<file path="src/shared/fpct_pkg.sv">
// Constants, states and trap locations for the trap sequencer.
// Assumes a single clk_sys domain; all CPU and channel time pulses
// arrive as one-cycle strobes generated on that same clock.
//
// Contract
// - Overflow is P only; underflow is P and Q
// - FP trap trigger sets at next I2
// - FP trap served before every other trap
// - FP trap blocks program register, forces store-and-trap
// - Address cleared at I6, location zero accessed
// - E0 stores PC minus one, clears high bits
// - FP code on bus 14-17, decrement/address stores
// - E5 sets PC to octal 10, address at I6
// - FP trap and FP triggers clear at I1
// - Channel trap stores at even, executes odd location
// - Channel code bits 17, 16, 15 stored
// - Unenabled channel conditions held until enabled or reset
// - Channel traps wait behind pending FP trap
// - Select, enable, execute, restore postpone one instruction
// - Serviced trap clears restore, blocks further requests
// - Non-transfer at odd location resumes interrupted program
// - Enable word maps tape-check and control/EOF enables
// - Enable instruction clears all enables at channel E0
// - Enables load at channel E8, demand waits
// - Restore sets at L1, inhibits next instruction
// - Request only when enabled and restore set
// - FP code bits divide, overflow, accumulator, quotient
// - Odd location via forced low address bit
package fpct_pkg;
   localparam int NCH = 8; // Channels A..H
   localparam int PC_W = 15; // Address field width
   localparam int WORD_W = 36; // Memory word width
   localparam int IDX_W = 3; // Channel index width
   // Word index = 35 - printed bit position
   localparam int EN_TAPE_LSB = 18; // Printed bit 17 for channel A
   localparam int EN_WORD_LSB = 0; // Printed bit 35 for channel A
   localparam logic [PC_W-1:0] LOC_ZERO = 15'h0000;
   localparam logic [PC_W-1:0] FP_TRAP_LOC = 15'h0008; // Octal 10
   localparam logic [PC_W-1:0] CH_TRAP_BASE = 15'h000a; // Octal 12
   localparam logic [PC_W-1:0] ODD_BIT = 15'h0001; // Bus bit 17
   localparam logic [PC_W-1:0] PC_MINUS_ONE = 15'h7fff; // All ones operand
   localparam logic [3:0] CODE_NONE = 4'h0;
   // Sequencer states, Gray along each trap path
   typedef enum logic [2:0] {
      FPCT_IDLE = 3'h0,
      FPCT_FP_E = 3'h1,
      FPCT_FP_NX = 3'h3,
      FPCT_CH_E = 3'h2,
      FPCT_CH_NX = 3'h6
   } fpct_state_e;
endpackage

</file>
<file path="src/shared/fpct_link_if.sv">
// Carrier between the sequencer and its detector and channel modules.
// Assumes all three modules share clk_sys.
interface fpct_link_if;
   // Floating-point detector group
   logic fp_clear; // Clear FP triggers
   logic fp_pend; // FP trap condition pending
   logic [14:17] fp_code; // Identification bits, printed order
   // Channel group
   logic restore; // Restore trigger level
   logic en_clear; // Clear all enables
   logic en_load; // Load enables from operand
   logic [35:0] en_word; // Enable operand word
   logic service; // Granted channel serviced
   logic [2:0] svc_idx; // Channel being serviced
   logic req_any; // Some channel requests
   logic [2:0] grant_idx; // Winning channel
   logic [2:0] grant_bits; // Control-word, tape-check, end-of-file
   modport seq (output fp_clear, restore, en_clear, en_load, en_word,
      service, svc_idx, input fp_pend, fp_code, req_any, grant_idx, grant_bits);
   modport fp (input fp_clear, output fp_pend, fp_code);
   modport ch (input restore, en_clear, en_load, en_word, service, svc_idx,
      output req_any, grant_idx, grant_bits);
endinterface

</file>
<file path="src/design/fpct_fp_detect.sv">
// Floating-point overflow and underflow detector with trap triggers.
// Assumes adder position bits are valid when fp_done strobes.
module fpct_fp_detect (
   // Clock and reset
   input wire logic clk_sys,
   input wire logic rst_n,
   // Adder observation
   input wire logic fp_done,
   input wire logic add_p,
   input wire logic add_q,
   input wire logic on_quot,
   input wire logic divide,
   // Sequencer side
   fpct_link_if.fp lk
);
   logic ovf; // Overflow seen
   logic unf; // Underflow seen

   // Classify adder overflow positions
   always_comb begin
      ovf = add_p & ~add_q;
      unf = add_p & add_q;
   end

   // Sticky triggers; a new event beats the clear
   always_ff @(posedge clk_sys) begin
      if (!rst_n) begin
         lk.fp_pend <= 1'b0;
         lk.fp_code <= fpct_pkg::CODE_NONE;
      end else if (fp_done && (ovf || unf)) begin
         lk.fp_pend <= 1'b1;
         lk.fp_code[14] <= divide;
         lk.fp_code[15] <= ovf;
         lk.fp_code[16] <= ~on_quot;
         lk.fp_code[17] <= on_quot;
      end else if (lk.fp_clear) begin
         lk.fp_pend <= 1'b0;
         lk.fp_code <= fpct_pkg::CODE_NONE;
      end
   end
endmodule

</file>
<file path="src/design/fpct_chan_pend.sv">
// Per-channel held trap conditions, enables and fixed-order grant.
// Assumes channel condition strobes are on clk_sys.
module fpct_chan_pend #(
   parameter int NCH = fpct_pkg::NCH
) (
   // Clock and reset
   input wire logic clk_sys,
   input wire logic rst_n,
   // Channel conditions, one bit per channel
   input wire logic [NCH-1:0] cwt_evt,
   input wire logic [NCH-1:0] tape_evt,
   input wire logic [NCH-1:0] eof_evt,
   input wire logic [NCH-1:0] cond_reset,
   // Sequencer side
   fpct_link_if.ch lk
);
   logic [NCH-1:0] p_cwt, p_tape, p_eof; // Held conditions
   logic [NCH-1:0] en_tape, en_ce; // Enable triggers
   logic [NCH-1:0] req; // Per-channel request

   if (NCH < 1 || NCH > fpct_pkg::NCH) begin
      $error("fpct_chan_pend: NCH out of range");
   end

   for (genvar i = 0; i < NCH; i++) begin : g_ch
      logic svc; // This channel serviced now
      assign svc = lk.service && (lk.svc_idx == 3'(i));
      // Conditions are held regardless of enables; set beats clear
      always_ff @(posedge clk_sys) begin
         if (!rst_n) begin
            p_cwt[i] <= 1'b0;
            p_tape[i] <= 1'b0;
            p_eof[i] <= 1'b0;
         end else begin
            p_cwt[i] <= cwt_evt[i] | (p_cwt[i] & ~cond_reset[i] & ~(svc & en_ce[i]));
            p_tape[i] <= tape_evt[i] | (p_tape[i] & ~cond_reset[i] & ~(svc & en_tape[i]));
            p_eof[i] <= eof_evt[i] | (p_eof[i] & ~cond_reset[i] & ~(svc & en_ce[i]));
         end
      end
      // Enable triggers: cleared at channel E0, loaded at E8
      always_ff @(posedge clk_sys) begin
         if (!rst_n) begin
            en_tape[i] <= 1'b0;
            en_ce[i] <= 1'b0;
         end else if (lk.en_clear) begin
            en_tape[i] <= 1'b0;
            en_ce[i] <= 1'b0;
         end else if (lk.en_load) begin
            en_tape[i] <= lk.en_word[fpct_pkg::EN_TAPE_LSB + i];
            en_ce[i] <= lk.en_word[fpct_pkg::EN_WORD_LSB + i];
         end
      end
      assign req[i] = lk.restore & ((en_ce[i] & (p_cwt[i] | p_eof[i]))
         | (en_tape[i] & p_tape[i]));
   end

   // Fixed order grant, channel A wins
   always_comb begin
      lk.req_any = |req;
      lk.grant_idx = 3'h0;
      lk.grant_bits = 3'h0;
      for (int k = NCH - 1; k >= 0; k--) begin
         if (req[k]) begin
            lk.grant_idx = k[2:0];
            lk.grant_bits = {p_cwt[k] & en_ce[k], p_tape[k] & en_tape[k],
               p_eof[k] & en_ce[k]};
         end
      end
   end
endmodule

</file>
<file path="src/design/fpct_trap_seq.sv">
// Trap sequencer for floating-point and data channel traps.
// Assumes I, E, L and channel time pulses are one-cycle strobes on
// clk_sys, and instruction decode levels hold through the instruction.
module fpct_trap_seq (
   // Clock and reset
   input wire logic clk_sys,
   input wire logic rst_n,
   // CPU time pulses
   input wire logic t_i1,
   input wire logic t_i2,
   input wire logic t_i3,
   input wire logic t_i4,
   input wire logic t_i6,
   input wire logic t_e0,
   input wire logic t_e3,
   input wire logic t_e5,
   input wire logic t_l1,
   // Channel time pulses
   input wire logic t_ch_e0,
   input wire logic t_ch_e8,
   // Instruction decode levels
   input wire logic instr_select,
   input wire logic instr_enable,
   input wire logic instr_execute,
   input wire logic instr_restore,
   // Floating-point adder observation
   input wire logic fp_done,
   input wire logic add_p,
   input wire logic add_q,
   input wire logic fp_on_quot,
   input wire logic fp_divide,
   // Channel conditions
   input wire logic [fpct_pkg::NCH-1:0] ch_cwt,
   input wire logic [fpct_pkg::NCH-1:0] ch_tape,
   input wire logic [fpct_pkg::NCH-1:0] ch_eof,
   input wire logic [fpct_pkg::NCH-1:0] ch_cond_reset,
   // Data path inputs
   input wire logic [fpct_pkg::PC_W-1:0] pc_in,
   input wire logic [35:0] memory_data_bus_out,
   // Program register and sequence control
   output logic block_pr_load,
   output logic store_location_and_trap,
   output logic pc_hold,
   output logic cpu_proceed_trigger_set,
   // Memory address and program counter
   output logic addr_load,
   output logic [fpct_pkg::PC_W-1:0] memory_address_reg,
   output logic pc_load,
   output logic [fpct_pkg::PC_W-1:0] pc_value,
   // Storage register and bus
   output logic sr_load,
   output logic [fpct_pkg::PC_W-1:0] sr_addr,
   output logic sr_clear_high,
   output logic store_decrement,
   output logic store_address,
   output logic [14:17] store_bus_code,
   // Status
   output logic fp_trap_trig,
   output logic ch_trap_trig,
   output logic restore_trig
);
   fpct_link_if lk ();

   fpct_pkg::fpct_state_e st; // Sequencer state
   logic postpone_prev; // Previous instruction postpones traps
   logic postpones_now; // Current instruction postpones traps
   logic [2:0] ch_idx; // Channel being trapped
   logic [2:0] ch_bits; // Latched channel code
   logic [fpct_pkg::PC_W-1:0] even_loc; // Channel even location

   // Floating-point detector
   fpct_fp_detect u_fp (
      .clk_sys(clk_sys),
      .rst_n(rst_n),
      .fp_done(fp_done),
      .add_p(add_p),
      .add_q(add_q),
      .on_quot(fp_on_quot),
      .divide(fp_divide),
      .lk(lk.fp)
   );

   // Channel conditions and enables
   fpct_chan_pend #(.NCH(fpct_pkg::NCH)) u_ch (
      .clk_sys(clk_sys),
      .rst_n(rst_n),
      .cwt_evt(ch_cwt),
      .tape_evt(ch_tape),
      .eof_evt(ch_eof),
      .cond_reset(ch_cond_reset),
      .lk(lk.ch)
   );

   // Instructions during which channel demands wait
   assign postpones_now = instr_select | instr_enable | instr_execute
      | instr_restore;
   // Even location: base plus twice the channel number
   assign even_loc = fpct_pkg::CH_TRAP_BASE
      + fpct_pkg::PC_W'({ch_idx, 1'b0});

   // Enable, restore and service strobes into channel module, FP clear into detector
   always_comb begin
      lk.en_clear = t_ch_e0 & instr_enable;
      lk.en_load = t_ch_e8 & instr_enable;
      lk.en_word = memory_data_bus_out;
      lk.restore = restore_trig;
      lk.service = (st == fpct_pkg::FPCT_CH_E) && t_e0;
      lk.svc_idx = ch_idx;
      lk.fp_clear = (st == fpct_pkg::FPCT_FP_NX) && t_i1;
   end

   // Postponement memory, sampled at each I3
   always_ff @(posedge clk_sys) begin
      if (!rst_n) begin
         postpone_prev <= 1'b0;
      end else if (t_i3) begin
         // Covers the instruction following enable or restore
         postpone_prev <= instr_enable | instr_restore;
      end
   end

   // Restore trigger
   always_ff @(posedge clk_sys) begin
      if (!rst_n) begin
         restore_trig <= 1'b0;
      end else if (t_l1 && (instr_restore || instr_enable)) begin
         restore_trig <= 1'b1;
      end else if (st == fpct_pkg::FPCT_CH_E && t_e3) begin
         restore_trig <= 1'b0;
      end
   end

   // Floating-point trap trigger
   always_ff @(posedge clk_sys) begin
      if (!rst_n) begin
         fp_trap_trig <= 1'b0;
      end else if (t_i2 && lk.fp_pend && st == fpct_pkg::FPCT_IDLE) begin
         fp_trap_trig <= 1'b1;
      end else if (lk.fp_clear) begin
         fp_trap_trig <= 1'b0;
      end
   end

   // Channel trap trigger and latched grant
   always_ff @(posedge clk_sys) begin
      if (!rst_n) begin
         ch_trap_trig <= 1'b0;
         ch_idx <= 3'h0;
         ch_bits <= 3'h0;
      end else if (t_i3 && lk.req_any && st == fpct_pkg::FPCT_IDLE
            && !fp_trap_trig && !lk.fp_pend
            && !postpones_now && !postpone_prev) begin
         ch_trap_trig <= 1'b1;
         ch_idx <= lk.grant_idx;
         ch_bits <= lk.grant_bits;
      end else if (st == fpct_pkg::FPCT_CH_NX && t_i2) begin
         ch_trap_trig <= 1'b0;
      end
   end

   // Sequencer state
   always_ff @(posedge clk_sys) begin
      if (!rst_n) begin
         st <= fpct_pkg::FPCT_IDLE;
      end else begin
         case (st)
            fpct_pkg::FPCT_IDLE: begin
               // FP wins even when both triggers stand
               if (t_i4 && fp_trap_trig) begin
                  st <= fpct_pkg::FPCT_FP_E;
               end else if (t_i4 && ch_trap_trig) begin
                  st <= fpct_pkg::FPCT_CH_E;
               end
            end
            fpct_pkg::FPCT_FP_E: begin
               if (t_e5) begin
                  st <= fpct_pkg::FPCT_FP_NX;
               end
            end
            fpct_pkg::FPCT_FP_NX: begin
               if (t_i1) begin
                  st <= fpct_pkg::FPCT_IDLE;
               end
            end
            fpct_pkg::FPCT_CH_E: begin
               if (t_e5) begin
                  st <= fpct_pkg::FPCT_CH_NX;
               end
            end
            fpct_pkg::FPCT_CH_NX: begin
               if (t_i2) begin
                  st <= fpct_pkg::FPCT_IDLE;
               end
            end
            default: begin
               st <= fpct_pkg::FPCT_IDLE;
            end
         endcase
      end
   end

   // Fetch override at I4, PC hold after channel trap
   always_ff @(posedge clk_sys) begin
      if (!rst_n) begin
         block_pr_load <= 1'b0;
         store_location_and_trap <= 1'b0;
         pc_hold <= 1'b0;
      end else begin
         block_pr_load <= t_i4 && st == fpct_pkg::FPCT_IDLE
            && (fp_trap_trig || ch_trap_trig);
         store_location_and_trap <= t_i4 && st == fpct_pkg::FPCT_IDLE
            && (fp_trap_trig || ch_trap_trig);
         // PC left at stored value, so a non-transfer resumes there
         pc_hold <= st == fpct_pkg::FPCT_CH_NX && t_i2;
      end
   end

   // Go trigger set when enable operand has been taken
   always_ff @(posedge clk_sys) begin
      if (!rst_n) begin
         cpu_proceed_trigger_set <= 1'b0;
      end else begin
         cpu_proceed_trigger_set <= t_ch_e8 && instr_enable;
      end
   end

   // Memory address register steering
   always_ff @(posedge clk_sys) begin
      if (!rst_n) begin
         addr_load <= 1'b0;
         memory_address_reg <= fpct_pkg::LOC_ZERO;
      end else begin
         addr_load <= 1'b0;
         if (t_i4 && st == fpct_pkg::FPCT_IDLE && fp_trap_trig) begin
            // Address register cleared, zero presented at I6
            memory_address_reg <= fpct_pkg::LOC_ZERO;
         end
         case (st)
            fpct_pkg::FPCT_FP_E: begin
               if (t_i6) begin
                  addr_load <= 1'b1;
                  memory_address_reg <= fpct_pkg::LOC_ZERO;
               end
            end
            fpct_pkg::FPCT_FP_NX: begin
               if (t_i6) begin
                  addr_load <= 1'b1;
                  memory_address_reg <= fpct_pkg::FP_TRAP_LOC;
               end
            end
            fpct_pkg::FPCT_CH_E: begin
               if (t_i6) begin
                  addr_load <= 1'b1;
                  memory_address_reg <= even_loc;
               end
            end
            fpct_pkg::FPCT_CH_NX: begin
               if (t_i6) begin
                  addr_load <= 1'b1;
                  memory_address_reg <= even_loc | fpct_pkg::ODD_BIT;
               end
            end
            default: begin
               addr_load <= 1'b0;
            end
         endcase
      end
   end

   // Program counter forced to octal 10 at E5
   always_ff @(posedge clk_sys) begin
      if (!rst_n) begin
         pc_load <= 1'b0;
         pc_value <= fpct_pkg::LOC_ZERO;
      end else begin
         pc_load <= st == fpct_pkg::FPCT_FP_E && t_e5;
         if (st == fpct_pkg::FPCT_FP_E && t_e5) begin
            pc_value <= fpct_pkg::FP_TRAP_LOC;
         end
      end
   end

   // Storage register and store lines at E0
   always_ff @(posedge clk_sys) begin
      if (!rst_n) begin
         sr_load <= 1'b0;
         sr_addr <= fpct_pkg::LOC_ZERO;
         sr_clear_high <= 1'b0;
         store_decrement <= 1'b0;
         store_address <= 1'b0;
      end else begin
         sr_load <= 1'b0;
         sr_clear_high <= 1'b0;
         if (t_e0 && (st == fpct_pkg::FPCT_FP_E || st == fpct_pkg::FPCT_CH_E)) begin
            sr_load <= 1'b1;
            // Index adders with all ones: wraps like the hardware
            sr_addr <= pc_in + fpct_pkg::PC_MINUS_ONE;
            sr_clear_high <= 1'b1;
            store_decrement <= 1'b1;
            store_address <= 1'b1;
         end else if (st == fpct_pkg::FPCT_IDLE) begin
            store_decrement <= 1'b0;
            store_address <= 1'b0;
         end
      end
   end

   // Identification bits on the storage bus
   always_ff @(posedge clk_sys) begin
      if (!rst_n) begin
         store_bus_code <= fpct_pkg::CODE_NONE;
      end else if (t_e0 && st == fpct_pkg::FPCT_FP_E) begin
         store_bus_code <= lk.fp_code;
      end else if (t_e0 && st == fpct_pkg::FPCT_CH_E) begin
         // Bit 17 control word, 16 tape check, 15 end of file
         store_bus_code <= {1'b0, ch_bits[0], ch_bits[1], ch_bits[2]};
      end else if (st == fpct_pkg::FPCT_IDLE) begin
         store_bus_code <= fpct_pkg::CODE_NONE;
      end
   end
endmodule

</file>
<file path="config.mk">
export PLATFORM = sky130hd
export DESIGN_NAME = fpct_trap_seq
export DESIGN_NICKNAME = d
export VERILOG_FILES = /design/src/shared/fpct_pkg.sv /design/src/shared/fpct_link_if.sv /design/src/design/fpct_fp_detect.sv /design/src/design/fpct_chan_pend.sv /design/src/design/fpct_trap_seq.sv
export SDC_FILE = /design/constraint.sdc
export NUM_CORES = 1
export LEC_CHECK = 0
export BUFFER_PORTS_ARGS = -buffer_cell sky130_fd_sc_hd__buf_2
export CORE_ASPECT_RATIO = 0.5
export CORE_MARGIN = 5
export CORE_UTILIZATION = 45
export DETAILED_ROUTE_END_ITERATION = 10
export PLACE_DENSITY = 0.74
export RECOVER_POWER = 100
export SLEW_MARGIN = 40
export SYNTH_ARGS = -nofsm -noshare
export SYNTH_HDL_FRONTEND = slang
export SYNTH_SLANG_ARGS = --single-unit
</file>
<file path="constraint.sdc">
create_clock -name clk_sys -period 2.4 [get_ports clk_sys]
set_input_delay 0.24 -clock clk_sys [delete_from_list [all_inputs] [get_ports clk_sys]]
set_output_delay 0.24 -clock clk_sys [all_outputs]
set_load 0.005 [all_outputs]
</file>
==> reports/summary.txt <==
initial antenna violation count: 0
CP arrival: 2.36 ns
Fmax: 465.9 MHz
placed cell count: 799
Worst IR Drop VDD: 0.3059 mV
Vert. Die Dim: 80.60 um
register area share after synthesis: 0.4463
H-Tree Depth: 3
diode count: 0
worst hold stages: 3
nets: 787
CTS tree: yes
clock sink count: 100
Final Hold Fails: 0
clk_lat worst skew: 0.35 ns
CP Capture Type: flip-flop
die area: 0.01219 mm2
Max Buffers Root-to-Sink: 2
Iteration-0 DRC Markers: 319
clock skew: 0.004601 ns
synthesized instance count: 548
Post-CTS Hold Buffers: 0
Top-Level Pins: 167
Required @ worst endpoint: 2.61 ns
highest net fanout along the worst path: 4
Setup-failing EPs final: 0
leakage: 2.288 nW
most used flip-flop cell after synthesis: dfxtp_1
# Post-CTS Setup Buffers: 0
cts repair resizes: 0
Rows: 25
number of enable flip-flop cells after synthesis: 0
reg2reg end: ch_idx[0]$_SDFFE_PN0P_
Post-Syn Area: 0.004486 mm2
final slew viol count: 0
first-pass GRT wire length: 19,610 um
end-of-flow core utilization: 0.5680
R2R depth: 7
flop-to-flop setup slack: 0.25 ns
status: finished clean
core area: 0.009572 mm2
detailed placement HPWL: 9240 um
Slew HR: 0.2769
Hold Crit Class: primary input to flip-flop
Routed Antenna Nets: 0
#FFs+latches synth: 100
GRT overflow: 0
TNS Setup: 0 ns
CTS clk-pin slew, worst paths: 0.07 ns
Finished Layout Cells: 815
GPL Wtd Cong: 0.9278
DRC: 0
asr flop ratio synth: 0
drt pass-1 iters: 5
Yosys warning count: 0
Root Buffer Master: clkbuf_16
critical path class: flip-flop to flip-flop
Tcrit/Tclk final: 0.8944
HP Start: ch_eof[2]
layout cells sized above 1: 0.1882
Routed WL: 12,320 um
max-cap viol count: 0
area grow syn2layout: 21.20%
Vias: 4,382
GRT Util Overall: 0.2032
slew at the pin with the worst max-slew slack: 1.085 ns
FF-to-FF Start: u_ch.p_eof[4]$_SDFF_PN0_
Mean Syn Cell Area: 8.185 um2
crit start category: flip-flop
Tmin final: 2.147 ns
vias in the first global route: 4,150
port bufs: 132
CTS buffer count: 9
Die X-Extent: 151.2 um
Pwr Density: 652.9 mW/mm2
Hold EP: u_ch.p_eof[2]$_SDFF_PN0_
starting density of the core: 0.4686
Yosys cell types: 60
Filler Cell Count: 930
Via density: 5.377
largest net degree at the start of global routing: 38
RSZ-0062 raised after global routing: false
Avg WL per Cell: 15.12 um
==> power by group <==
part | switching [mW] | total, mW | internal [mW]
Clock | 0.630 | 1.37 | 0.740
Sequential | 0.0606 | 1.79 | 1.73
Combinational | 0.228 | 0.388 | 0.160
==> layout make-up <==
type                       count  area (um2)  share of cell area
inverter                      17       63.81             0.01174
tap                          135       168.9             0.03107
sequential                   100        2002              0.3682
multi-input combinational    404        2241              0.4122
timing repair buffer         143       680.7              0.1252
clock inverter                 4       33.78            0.006214
clock buffer                  12       246.5             0.04534
==> placed cells by master (no fill, tap or decap), types with 9 or more instances in the layout <==
master,n
dfxtp_1,100
conb_1,14
a211oi_1,16
a21oi_1,59
clkbuf_1,40
clkbuf_16,9
buf_2,98
a31oi_1,20
nor2_1,72
o21ai_0,21
inv_1,16
nor3_1,9
nand2_1,65
and3_1,13
nand3_1,20
==> worst max-delay path: stages (launching register included) <==
cell and delay [ns]:
dfxtp_1 0.33, o21ai_0 0.33, nand4_1 0.24, o41ai_2 0.46, clkbuf_1 0.22, a21o_1 0.23, a211o_1 0.14, a21oi_1 0.06
==> how the worst max path moves through the flow <==
| stage | cells past startpoint | to | start |
|---|---|---|---|
| 2_1_floorplan | 7 | ch_bits[2]$_SDFFE_PN0P_ | restore_trig$_SDFFE_PN0P_ |
| 3_3_place_gp | 7 | ch_idx[0]$_SDFFE_PN0P_ | u_ch.p_eof[4]$_SDFF_PN0_ |
| 3_5_place_dp | 7 | ch_idx[0]$_SDFFE_PN0P_ | u_ch.p_eof[4]$_SDFF_PN0_ |
| 4_1_cts | 7 | ch_idx[0]$_SDFFE_PN0P_ | u_ch.p_eof[4]$_SDFF_PN0_ |
| 5_1_grt | 6 | u_ch.p_cwt[0]$_SDFF_PN0_ | st[1]$_SDFFE_PN0P_ |
| 6_report | 7 | ch_idx[0]$_SDFFE_PN0P_ | u_ch.p_eof[4]$_SDFF_PN0_ |
==> cells in the mapped netlist, types with 2 or more instances <==
master,instances,area (um2)
a32oi_1,5,43.79
inv_1,16,60.06
clkbuf_1,21,78.83
buf_4,17,127.6
and2_1,7,43.79
xnor2_1,8,70.07
nor3_1,9,45.04
o21ai_0,21,105.1
or2_2,2,12.51
nor2b_1,3,18.77
a211oi_1,15,112.6
ha_1,7,87.58
dfxtp_1,100,2002
o22ai_1,2,12.51
nand2_1,65,244.0
a21o_1,2,15.01
o2111ai_1,3,26.28
o21a_1,3,22.52
and3_1,13,81.33
o211ai_1,2,15.01
nand3_1,20,100.1
or3_1,3,18.77
a21oi_1,59,295.3
a22oi_1,4,30.03
a31oi_1,20,125.1
a311oi_1,2,17.52
nand2b_1,7,43.79
nor4_1,3,18.77
xor2_1,2,17.52
mux2i_1,2,20.02
nand4_1,5,31.28
nor2_1,72,270.3
==> logic make-up after synthesis <==
logic type      Yosys count  share of synthesized area
flops                   100                     0.4463
xor+xnor                 10                    0.01953
simple gates            215                     0.2234
compound gates          156                     0.2220
mux                       2                   0.004463
other cells               1                  0.0008360
fa+ha+maj                 7                    0.01952
buf+inv                  57                    0.06388
==> layer usage <==
metal	global-route usage	vias up	wire (um)
met5	0	-	0
met4	0.05967	0	162
met3	0.06764	19	1072
met2	0.3333	168	5644
met1	0.2546	2018	5443
li1	-	2177	-
==> stage by stage <==
stage	instance area [um2]	setup slack [ns]	hold WS (ns)	power [mW]
after floorplan	4534	0.4992	0.3356	2.053
after detailed placement	5228	0.3993	0.4428	2.221
final	5436	0.2535	0.09942	3.549
after CTS	5508	0.3672	0.08661	3.588
after global placement	5228	0.4382	0.4323	2.212
after global routing	5436	0.1397	0.09920	3.723
Note: power is estimated with default switching activity, not from simulation.
